**src/hw/sar_pkg.sv**
```systemverilog
package sar_pkg;
    // ****************************************
    // Sizes and codes
    // ****************************************
    localparam int DATA_W = 12;
    localparam int COUNT_W = 4;
    localparam logic [DATA_W-1:0] SAR_CLEAR = 12'h000;
    localparam logic [DATA_W-1:0] MSB_TRIAL = 12'h800;
    localparam int SYNC_W = 5;

    // ****************************************
    // Timing
    // ****************************************
    localparam int CLK_PERIOD_NS = 40;
    localparam int INT_HALF_NS = 800;
    localparam int INT_HALF_CYC = (INT_HALF_NS + CLK_PERIOD_NS - 1) / CLK_PERIOD_NS;
    localparam int POWERUP_NS = 25000;
    localparam int POWERUP_CYC = POWERUP_NS / CLK_PERIOD_NS;
    localparam int HALF_W = 8;
    localparam int TIMER_W = 12;

    // ****************************************
    // States
    // ****************************************
    typedef enum logic [1:0] {
        SAR_ST_POWERUP = 2'b00,
        SAR_ST_IDLE = 2'b01,
        SAR_ST_CONVERT = 2'b10
    } sar_state_t;
endpackage : sar_pkg

```
**src/hw/sar_sync.sv**
```systemverilog
`timescale 1ns/1ns
`default_nettype none
module sar_sync #(
    parameter int WIDTH = 1
) (
    // Clock and reset
    input wire logic clock_in,
    input wire logic rst_b_in,
    // Data
    input wire logic [WIDTH-1:0] async_in,
    output logic [WIDTH-1:0] sync_out
);
    logic [WIDTH-1:0] stage1;

    always_ff @(posedge clock_in or negedge rst_b_in) begin
        if (!rst_b_in) begin
            stage1 <= '0;
            sync_out <= '0;
        end else begin
            stage1 <= async_in;
            sync_out <= stage1;
        end
    end
endmodule : sar_sync
`default_nettype wire

```
**src/hw/sar_conversion_control.sv**
```systemverilog
// Summary of operation
// - Long convert pulses accepted without accuracy loss.
// - Status time grows with convert pulse length.
// - Result reflects input when status falls.
// - Powerup timeout, then ready for convert.
// - Bit n fixed on pulse n+1 rise.
// - Thirteen pulses; status falls after thirteenth.
// - Convert during conversion is ignored.
// - Parallel outputs are active low.
// - Extra inverted MSB output for two's complement.
// - Serial bits only during conversion, MSB first.
// - Serial bits change with clock output.
// - Serial straight or offset code only.
// - Output clock pulses have equal widths on the internal clock; external clock widths pass through.
// - Lowest input gives all ones code.
// - Top of range gives all zeros code.
// - Conversion starts on convert rise; clock gated.
// - Short cycle ends conversion early.
`timescale 1ns/1ns
`default_nettype none
module sar_conversion_control
    import sar_pkg::*;
#(
    parameter int N_BITS = DATA_W,
    parameter int HALF_CYC = INT_HALF_CYC,
    parameter int PUP_CYC = POWERUP_CYC
) (
    // Clock and reset
    input wire logic clock_in,
    input wire logic rst_b_in,
    // Host control
    input wire logic convert_in,
    input wire logic ext_clock_in,
    input wire logic clock_inhibit_in,
    input wire logic short_cycle_in,
    // Comparator
    input wire logic comparator_in,
    // Results
    output logic [N_BITS-1:0] data_b_out,
    output logic msb_inv_out,
    output logic serial_b_out,
    output logic bit_clock_out,
    output logic status_out
);
    // ****************************************
    // Input synchronisers
    // ****************************************
    logic [SYNC_W-1:0] synced;
    logic conv_s;
    logic ext_s;
    logic inhibit_s;
    logic short_s;
    logic comp_s;

    sar_sync #(.WIDTH(SYNC_W)) u_sync (
        .clock_in(clock_in),
        .rst_b_in(rst_b_in),
        .async_in({convert_in, ext_clock_in, clock_inhibit_in, short_cycle_in, comparator_in}),
        .sync_out(synced)
    );

    assign {conv_s, ext_s, inhibit_s, short_s, comp_s} = synced;

    // ****************************************
    // State and edges
    // ****************************************
    sar_state_t state;
    logic conv_prev;
    logic ext_prev;
    logic [TIMER_W-1:0] timer;
    logic [HALF_W-1:0] half_cnt;
    logic pclk;
    logic next_pclk;
    logic pulse_edge;
    logic [COUNT_W-1:0] pulse_count;
    logic [COUNT_W-1:0] bit_idx;
    logic [N_BITS-1:0] sar;
    logic serial_bit;
    logic conv_rise;
    logic running;
    logic int_mode;
    logic decide;
    logic last;
    logic tail;
    logic clk_run;

    assign conv_rise = conv_s && !conv_prev;
    assign int_mode = inhibit_s;
    // Convert holds the clock only before the first pulse
    assign running = (state == SAR_ST_CONVERT) && (!conv_s || pulse_count != '0);
    // Last pulse finishes its high half after status falls
    assign clk_run = running || tail;
    assign bit_idx = COUNT_W'(N_BITS) - pulse_count;
    assign decide = pulse_edge && (pulse_count != '0);
    assign last = (pulse_count == COUNT_W'(N_BITS)) || short_s;

    always_ff @(posedge clock_in or negedge rst_b_in) begin
        if (!rst_b_in) begin
            conv_prev <= 1'b0;
            ext_prev <= 1'b0;
        end else begin
            conv_prev <= conv_s;
            ext_prev <= ext_s;
        end
    end

    // ****************************************
    // Conversion clock
    // ****************************************
    always_comb begin
        next_pclk = 1'b0;
        pulse_edge = 1'b0;
        if (clk_run && int_mode) begin
            next_pclk = pclk;
            if (half_cnt == HALF_W'(HALF_CYC - 1)) begin
                next_pclk = !pclk;
                pulse_edge = !pclk;
            end
        end else if (clk_run) begin
            pulse_edge = ext_s && !ext_prev;
            next_pclk = pulse_edge || (pclk && ext_s);
        end
    end

    always_ff @(posedge clock_in or negedge rst_b_in) begin
        if (!rst_b_in) begin
            tail <= 1'b0;
        end else if (state == SAR_ST_CONVERT && decide && last) begin
            tail <= 1'b1;
        end else if (!next_pclk) begin
            tail <= 1'b0;
        end
    end

    always_ff @(posedge clock_in or negedge rst_b_in) begin
        if (!rst_b_in) begin
            half_cnt <= '0;
            pclk <= 1'b0;
        end else begin
            pclk <= next_pclk;
            if (!clk_run || !int_mode || half_cnt == HALF_W'(HALF_CYC - 1)) begin
                half_cnt <= '0;
            end else begin
                half_cnt <= half_cnt + 1'b1;
            end
        end
    end

    // ****************************************
    // Sequencer
    // ****************************************
    always_ff @(posedge clock_in or negedge rst_b_in) begin
        if (!rst_b_in) begin
            state <= SAR_ST_POWERUP;
            timer <= '0;
            pulse_count <= '0;
        end else begin
            case (state)
                SAR_ST_POWERUP: begin
                    timer <= timer + 1'b1;
                    if (timer == TIMER_W'(PUP_CYC - 1)) begin
                        state <= SAR_ST_IDLE;
                    end
                end
                SAR_ST_IDLE: begin
                    pulse_count <= '0;
                    if (conv_rise) begin
                        state <= SAR_ST_CONVERT;
                    end
                end
                SAR_ST_CONVERT: begin
                    // Further convert edges change nothing here
                    if (pulse_edge) begin
                        pulse_count <= pulse_count + 1'b1;
                        if (decide && last) begin
                            state <= SAR_ST_IDLE;
                        end
                    end
                end
                default: begin
                    state <= SAR_ST_POWERUP;
                end
            endcase
        end
    end

    // ****************************************
    // Approximation register
    // ****************************************
    always_ff @(posedge clock_in or negedge rst_b_in) begin
        if (!rst_b_in) begin
            sar <= SAR_CLEAR;
            serial_bit <= 1'b0;
        end else if (state == SAR_ST_IDLE && conv_rise) begin
            sar <= SAR_CLEAR;
            serial_bit <= 1'b0;
        end else if (state == SAR_ST_CONVERT && pulse_edge) begin
            if (!decide) begin
                sar <= MSB_TRIAL;
            end else begin
                sar[bit_idx] <= comp_s;
                serial_bit <= comp_s;
                if (bit_idx != '0 && !short_s) begin
                    sar[bit_idx - 1'b1] <= 1'b1;
                end
            end
        end
    end

    // ****************************************
    // Output registers
    // ****************************************
    always_ff @(posedge clock_in or negedge rst_b_in) begin
        if (!rst_b_in) begin
            data_b_out <= '1;
            msb_inv_out <= 1'b0;
            serial_b_out <= 1'b1;
            bit_clock_out <= 1'b0;
            status_out <= 1'b0;
        end else begin
            data_b_out <= ~sar;
            msb_inv_out <= sar[N_BITS-1];
            serial_b_out <= (state == SAR_ST_CONVERT || tail) ? ~serial_bit : 1'b1;
            bit_clock_out <= pclk;
            status_out <= (state == SAR_ST_CONVERT);
        end
    end

    // ****************************************
    // Checks
    // ****************************************
    start_on_rise_a: assert property (@(posedge clock_in) disable iff (!rst_b_in)
        (state == SAR_ST_IDLE && conv_rise) |=> ##1 status_out)
        else $error("status did not rise after convert");

    ignore_convert_a: assert property (@(posedge clock_in) disable iff (!rst_b_in)
        (state == SAR_ST_CONVERT && conv_rise && !pulse_edge)
        |=> (pulse_count == $past(pulse_count) && state == SAR_ST_CONVERT))
        else $error("convert during conversion not ignored");

    active_low_a: assert property (@(posedge clock_in) disable iff (!rst_b_in)
        (state == SAR_ST_CONVERT && decide && last) |=> ##1 (data_b_out == ~sar))
        else $error("parallel result not complemented");

    inv_msb_a: assert property (@(posedge clock_in) disable iff (!rst_b_in)
        msb_inv_out == ~data_b_out[N_BITS-1])
        else $error("inverted msb mismatch");

    serial_idle_a: assert property (@(posedge clock_in) disable iff (!rst_b_in)
        (state != SAR_ST_CONVERT && !tail) [*2] |-> serial_b_out)
        else $error("serial output active outside conversion");

    powerup_wait_a: assert property (@(posedge clock_in) disable iff (!rst_b_in)
        (state == SAR_ST_POWERUP) |-> (timer < TIMER_W'(PUP_CYC)))
        else $error("powerup timeout overran");

    end_after_last_a: assert property (@(posedge clock_in) disable iff (!rst_b_in)
        (state == SAR_ST_CONVERT && decide && last) |=> ##1 !status_out)
        else $error("status did not fall after last pulse");

    equal_width_a: assert property (@(posedge clock_in) disable iff (!rst_b_in)
        (clk_run && int_mode && $past(clk_run) && $changed(pclk))
        |-> ($past(half_cnt) == HALF_W'(HALF_CYC - 1)))
        else $error("clock pulse width unequal");

    bit_fixed_a: assert property (@(posedge clock_in) disable iff (!rst_b_in)
        (state == SAR_ST_CONVERT && decide) |=> (sar[$past(bit_idx)] == $past(comp_s)))
        else $error("bit decision not taken from comparator");

    clock_gated_a: assert property (@(posedge clock_in) disable iff (!rst_b_in)
        (state != SAR_ST_CONVERT && !tail) [*2] |-> ##1 !bit_clock_out)
        else $error("clock output ran outside conversion");
endmodule : sar_conversion_control
`default_nettype wire

```
**config.mk**
```make
export PLATFORM = sky130hd
export DESIGN_NAME = sar_conversion_control
export DESIGN_NICKNAME = d
export VERILOG_FILES = /design/src/hw/sar_pkg.sv /design/src/hw/sar_sync.sv /design/src/hw/sar_conversion_control.sv
export SDC_FILE = /design/constraint.sdc
export NUM_CORES = 1
export LEC_CHECK = 0
export ABC_AREA = 0
export BUFFER_PORTS_ARGS = -buffer_cell sky130_fd_sc_hd__buf_4
export CORE_MARGIN = 3
export CORE_UTILIZATION = 60
export DETAILED_ROUTE_END_ITERATION = 10
export PLACE_DENSITY = 0.79
export SYNTH_ARGS = -nofsm -noshare
export SYNTH_HDL_FRONTEND = slang
export SYNTH_HIERARCHICAL = 1
export SYNTH_SLANG_ARGS = --single-unit
```
**constraint.sdc**
```tcl
create_clock -name clock_in -period 3.73 [get_ports clock_in]
set_input_delay 0.1865 -clock clock_in [delete_from_list [all_inputs] [get_ports clock_in]]
set_output_delay 0.1865 -clock clock_in [all_outputs]
set_load 0.05 [all_outputs]
```
Yosys cells after proc, flatten, opt, wreduce, memory -nomap -nowiden

Index checks and enable logic that the tools add are counted.

Div/mod/pow operators: 0
Reduce and logical (&&, ||, !) cells: 37
$mul: 0
Shifts and indexed selects: 0
Magnitude comparators: 4
Eq/ne operators: 10
Bitwise gates (word level): 3
$add $sub $neg: 5
Multiplexer cells: 29

Operators with widths:

| kind                                                                                 | number |
|---|---|
| 12-bit 2-to-1 mux                                                                    | 4 |
| 1-bit logical AND                                                                    | 14 |
| 1-bit 2-to-1 mux                                                                     | 14 |
| 12-bit by 1-bit adder with 12-bit output (second input constant)                     | 1 |
| 12-bit bitwise mux                                                                   | 1 |
| 12-bit by 10-bit == test with 1-bit output (second input constant)                   | 1 |
| 12-bit inverter                                                                      | 1 |
| 12-bit bitwise OR                                                                    | 1 |
| 4-bit by 5-bit less-than comparator with 1-bit output (second input constant)        | 2 |
| 8-bit by 1-bit adder with 8-bit output (second input constant)                       | 1 |
| 1-bit demux with 4-bit select                                                        | 2 |
| 8-bit by 5-bit == test with 1-bit output (second input constant)                     | 1 |
| 4-bit by 1-bit greater-or-equal comparator with 1-bit output (second input constant) | 2 |
| 2-bit 2-to-1 mux                                                                     | 4 |
| 8-bit 2-to-1 mux                                                                     | 1 |
| 2-bit != test (second input constant)                                                | 4 |
| 4-bit one-hot mux with 2 select lines                                                | 1 |
| 4-bit nonzero test                                                                   | 2 |
| 1-bit zero test                                                                      | 7 |
| 1-bit logical OR                                                                     | 7 |
| 2-bit one-hot mux with 3 select lines                                                | 1 |
| 2-bit nonzero test                                                                   | 3 |
| 4-bit by 1-bit adder with 4-bit output (second input constant)                       | 1 |
| 4-bit == test (second input constant)                                                | 1 |
| other kinds (10)                                                                     | 11 |

Register bits: 69
Bits in read-only memories: 0
Bits in writable memories: 0
Memories: 0
Latch bits: 0
Output and inout bits: 16
Logic and storage cells: 105

Longest topological paths before layout

Word-level depth: 11
Gate-level depth with buffers: 11
Gate-level depth less buffers: 9

Modules after synthesis

The synthesis kept the hierarchy.

Modules (own cells, without submodules):

| module                 | seq. area each (um^2) | instances | area each (um^2) | cells an instance |
|---|---|---|---|---|
| sar_conversion_control | 1,492.7               | 1         | 3,128.0          | 323 |
| sar_sync               | 250.2                 | 1         | 250.2            | 10 |

Worst setup path after synthesis

No wires, ideal clock.

Kind: register to register
Start: register half_cnt[0]
End: register state[0]
Stages on the path, launching flop included: 11
Setup time: 0.120 ns
Data required time: 3.610 ns
Arrival time: 2.159 ns
Setup slack: 1.451 ns
Path buffers: 1
Period minus slack after synthesis: 2.279 ns
Path through: dfrtp_1 > ha_1 > nand3_1 > nor4_1 > ha_1 > and2_1 > clkbuf_1 > o22ai_1 > o31ai_1 > a21oi_1 > a31o_1

Longest elaborated chain between the ends: 7
Elaborated cells between the ends (all ways): 8
Classes of those cells: eq/ne: 3; mux: 2; reduce/logical: 3

RTL lines:

| item                                       | line                          | source |
|---|---|---|
| start: declaration                         | sar_conversion_control.sv:71  | `logic [HALF_W-1:0] half_cnt;` |
| start signal: assignment                   | sar_conversion_control.sv:144 | `half_cnt <= half_cnt + 1'b1;` |
| 8-bit by 5-bit == test with 1-bit output * | sar_conversion_control.sv:115 | `if (half_cnt == HALF_W'(HALF_CYC - 1)) begin` |
| 1-bit 2-to-1 mux *                         | sar_conversion_control.sv:115 |  |
| 1-bit 2-to-1 mux *                         | sar_conversion_control.sv:113 | `if (clk_run && int_mode) begin` |
| 1-bit logical AND                          | sar_conversion_control.sv:94  | `assign decide = pulse_edge && (pulse_count != '0);` |
| 1-bit logical AND                          | sar_conversion_control.sv:175 | `if (decide && last) begin` |
| 2-bit != test (no line)                    | --                            |  |
| 4-bit AND reduction (no line) *            | --                            |  |
| end signal: assignment                     | sar_conversion_control.sv:168 | `state <= SAR_ST_CONVERT;` |
| end signal: assignment                     | sar_conversion_control.sv:176 | `state <= SAR_ST_IDLE;` |
| end signal: assignment                     | sar_conversion_control.sv:181 | `state <= SAR_ST_POWERUP;` |
| end: declaration                           | sar_conversion_control.sv:67  | `sar_state_t state;` |

Mark *: on every way between the ends. The rest lies on a longest branch, timed or not.
A chain may end at the register's enable or synchronous reset.

Worst setup path after layout

Start: register half_cnt[0]
End: register sar[10]

Longest elaborated chain between the ends: 7
Elaborated cells between the ends (all ways): 9
Classes of those cells: eq/ne: 1; mux: 5; reduce/logical: 3

RTL lines:

| item                                       | line                          | source |
|---|---|---|
| 8-bit by 5-bit == test with 1-bit output * | sar_conversion_control.sv:115 |  |
| 1-bit 2-to-1 mux *                         | sar_conversion_control.sv:115 |  |
| 1-bit 2-to-1 mux *                         | sar_conversion_control.sv:113 |  |
| 1-bit logical AND                          | sar_conversion_control.sv:94  |  |
| 12-bit 2-to-1 mux                          | sar_conversion_control.sv:198 | `if (!decide) begin` |
| 12-bit 2-to-1 mux                          | sar_conversion_control.sv:197 | `end else if (state == SAR_ST_CONVERT && pulse_edge) begin` |
| 12-bit 2-to-1 mux                          | sar_conversion_control.sv:194 | `end else if (state == SAR_ST_IDLE && conv_rise) begin` |
| end signal: indexed assignment             | sar_conversion_control.sv:201 | `sar[bit_idx] <= comp_s;` |
| end: declaration                           | sar_conversion_control.sv:77  | `logic [N_BITS-1:0] sar;` |

Mark *: on every way between the ends. The rest lies on a longest branch, timed or not. The select of a mux whose other input is x is not followed.

==> impl_metrics.toml <==
[timing]
tightest_slew_ns = 0.831
setup_viol = 0
fin_worst_skew_ns = 0.0128
setup-tns-final_ns = 0
fin_crit_sh_pct = 70.5
maxClockFrequency_mhz = 380
rsz0062_at_grt = "no"
slew_violations = 0
final-hold-violation-count = 0
slew_headroom_pct = 44.4
min_period_ns = 2.63

[setup_path]
r2r_end = "sar[10]$_DFFE_PN0P_"
arrival_ns = 2.91
path_class = "reg -> reg"
path_max_fanout = 8
critPathLaunchType = "register"
critPathCaptureType = "register"
worstReg2RegStart = "half_cnt[0]$_DFF_PN0_"
crit_start = "half_cnt[0]$_DFF_PN0_"
worstPathRequired_ns = 4.01
r2r_cells = 9
setup.worst_path.end = "sar[10]$_DFFE_PN0P_"
reg2reg_slack_ns = 1.10

[finish]
final_cell_mix = "56 x dfrtp_1, 28 x nor2_1, 27 x inv_1"
utilization_pct = 73.1
area_growth_syn_to_layout_pct = 14.0
multiInputGateArea_um2 = 1470
seq_area_um2 = 1740
finalNetCount = 380
fill_cells = 394
fin_area_um2 = 3850
drive_gt1_share_pct = 17.0
diodes = 0
layout_commonest_cell = "dfrtp_1"

[detailed_routing]
routedWlPerCell_um = 14.8
vias = 2570
dr.pass1.iters = 4
wirelength_um = 6420
drc = 0
drt-initial-drc-count = 241
final_antenna_net_count = 0
vias_per_cell = 5.91

[synthesis]
yosys_warnings = 6
synth_cells = 333
synth_cell_types = 58
syn-num-nets = 353
synth_top_cell_by_area = "dfrtp_1"
synth_top_cells_by_area = "dfrtp_1 41%, dfstp_2 10%, ha_1 4.8%"
synthArstFlopShare_pct = 100
ys_ff_latch = 69
synth_edf_count = 0
synth_top_area_share_pct = 41.5
synth-seq-area-share_pct = 51.6
synth_area_um2 = 3380
syn_avg_cell_area_um2 = 10.1
synth_ff_type = "dfrtp_1"

[clock_network]
h-tree-depth = 3
cts_buffers = 9
cts_root_buffer = "clkbuf_8"
cts_buffer_depth = 2
clk_pin_slew_ns = 0.08
cts_tree = "yes"
clkSinkCount = 69
cts_hold_buf = 6
cts_setup_buffers = 0
clk_latency_ns = 0.35
cts_resized = 0

[floorplan]
start_util_pct = 64.1
rows = 26
die_area_um2 = 6570
die_w_um = 81.0
num_io_pins = 23
dieHeight_um = 81.0
core_area_um2 = 5270

[placement]
place_hpwl_um = 4290
io_buffers = 22
place_congestion = 0.905
dpl_cell_area_um2 = 3590

[power]
ir_drop_uv = 262
p_per_area_nw_per_um2 = 361
total_power_uw = 1390
p_leak_uw = 0.00163

[grt]
antenna_found_initial = 0
grtUsageTotal_pct = 22.5
overflow = 0
grt_pass1_wl_um = 11400
grt_max_degree = 70
grt_pass1_vias = 2507

[flow_run]
maxCapViolCount = 0

[hold_path]
min_path_type = "reg -> reg"

[status]
outcome = "finished, final reports clean"
-- through the flow --
stage	hold slack [ns]	instances	setup WS (ns)
floorplan	-0.109	333	1.45
global route	0.353	435	0.882
global placement	0.296	413	1.27
detailed placement	0.297	413	1.15
finish	0.349	435	1.10
CTS	0.351	435	1.12
-- cells in the mapped netlist, drive strengths merged, types with 3 or more instances --
cell,instances
o2bb2ai,3
dfstp,13
and2,3
o32ai,3
inv,28
clkbuf,11
o21a,3
o32a,3
nand2,19
nand3,10
o21ai,16
buf,3
and3,3
nor2,28
nor3,8
nand4,10
nand2b,8
o22ai,7
a31o,4
a31oi,6
dfrtp,56
nor4,4
ha,13
xnor2,9
a21oi,23
xor2,8
-- kinds of logic (layout without fill, tap and decap cells) --
family	count (synthesis)	count (layout)	synth area share [%]
adder cells (fa/ha/maj)	13	13	4.81
AND/OR/NAND/NOR	106	106	16.5
XOR/XNOR	17	17	4.41
buffers and inverters	42	74	4.78
flip-flops	69	69	51.6
AO/OA/AOI/OAI	84	84	17.3
multiplexers	2	2	0.630
-- cell type report --
cell class,count,area share [%]
Multi-Input combinational cell,222,38.3
Inverter,28,2.73
Tap cell,70,2.27
Sequential cell,69,45.3
Timing Repair Buffer,30,6.24
Clock buffer,10,3.57
Clock inverter,6,1.62
-- critical path, cell delays in order (launching register included) --
cell       delay [ns]
dfrtp_1          0.39
ha_1             0.25
nand3_1          0.09
nor4_1           0.29
ha_1             0.22
and2_1           0.23
o2111ai_1        0.42
buf_4            0.33
a211o_1          0.27
nand3_1          0.07
-- state kept, by name, summed over array words and instances (netlist names), 2 cells and up --
signal,count
half_cnt,8
u_sync/stage1,5
pulse_count,4
data_b_out,12
timer,12
sar,12
u_sync/sync_out,5
state,2
-- per-layer routing --
layer / GRT usage, % / up-vias / part of all wire, %
li1: - / 1237 / -
met1: 32.1 / 1252 / 47
met2: 33.6 / 68 / 45
met3: 4.10 / 13 / 6.2
met4: 9.80 / 0 / 1.7
met5: 0 / - / 0
-- power breakdown --
group | internal (uW) | total (uW) | switching [uW] | leakage (uW)
sequential | 755 | 762 | 6.61 | 0.000877
combinational | 11.9 | 30.2 | 18.3 | 0.000657
clock | 324 | 598 | 275 | 0.0000943
-- worst min-delay path by stage --
stage	start	endpoint	slack (ns)	depth (start not counted)
floorplan	rst_b_in	bit_clock_out$_DFF_PN0_	-0.11	0
global placement	clock_inhibit_in	u_sync/stage1[2]$_DFF_PN0_	0.30	1
detailed placement	clock_inhibit_in	u_sync/stage1[2]$_DFF_PN0_	0.30	1
CTS	u_sync/stage1[2]$_DFF_PN0_	u_sync/sync_out[2]$_DFF_PN0_	0.35	0
global route	u_sync/stage1[2]$_DFF_PN0_	u_sync/sync_out[2]$_DFF_PN0_	0.35	0
finish	u_sync/stage1[2]$_DFF_PN0_	u_sync/sync_out[2]$_DFF_PN0_	0.35	0
No activity file was read; power rests on OpenSTA's default activity.
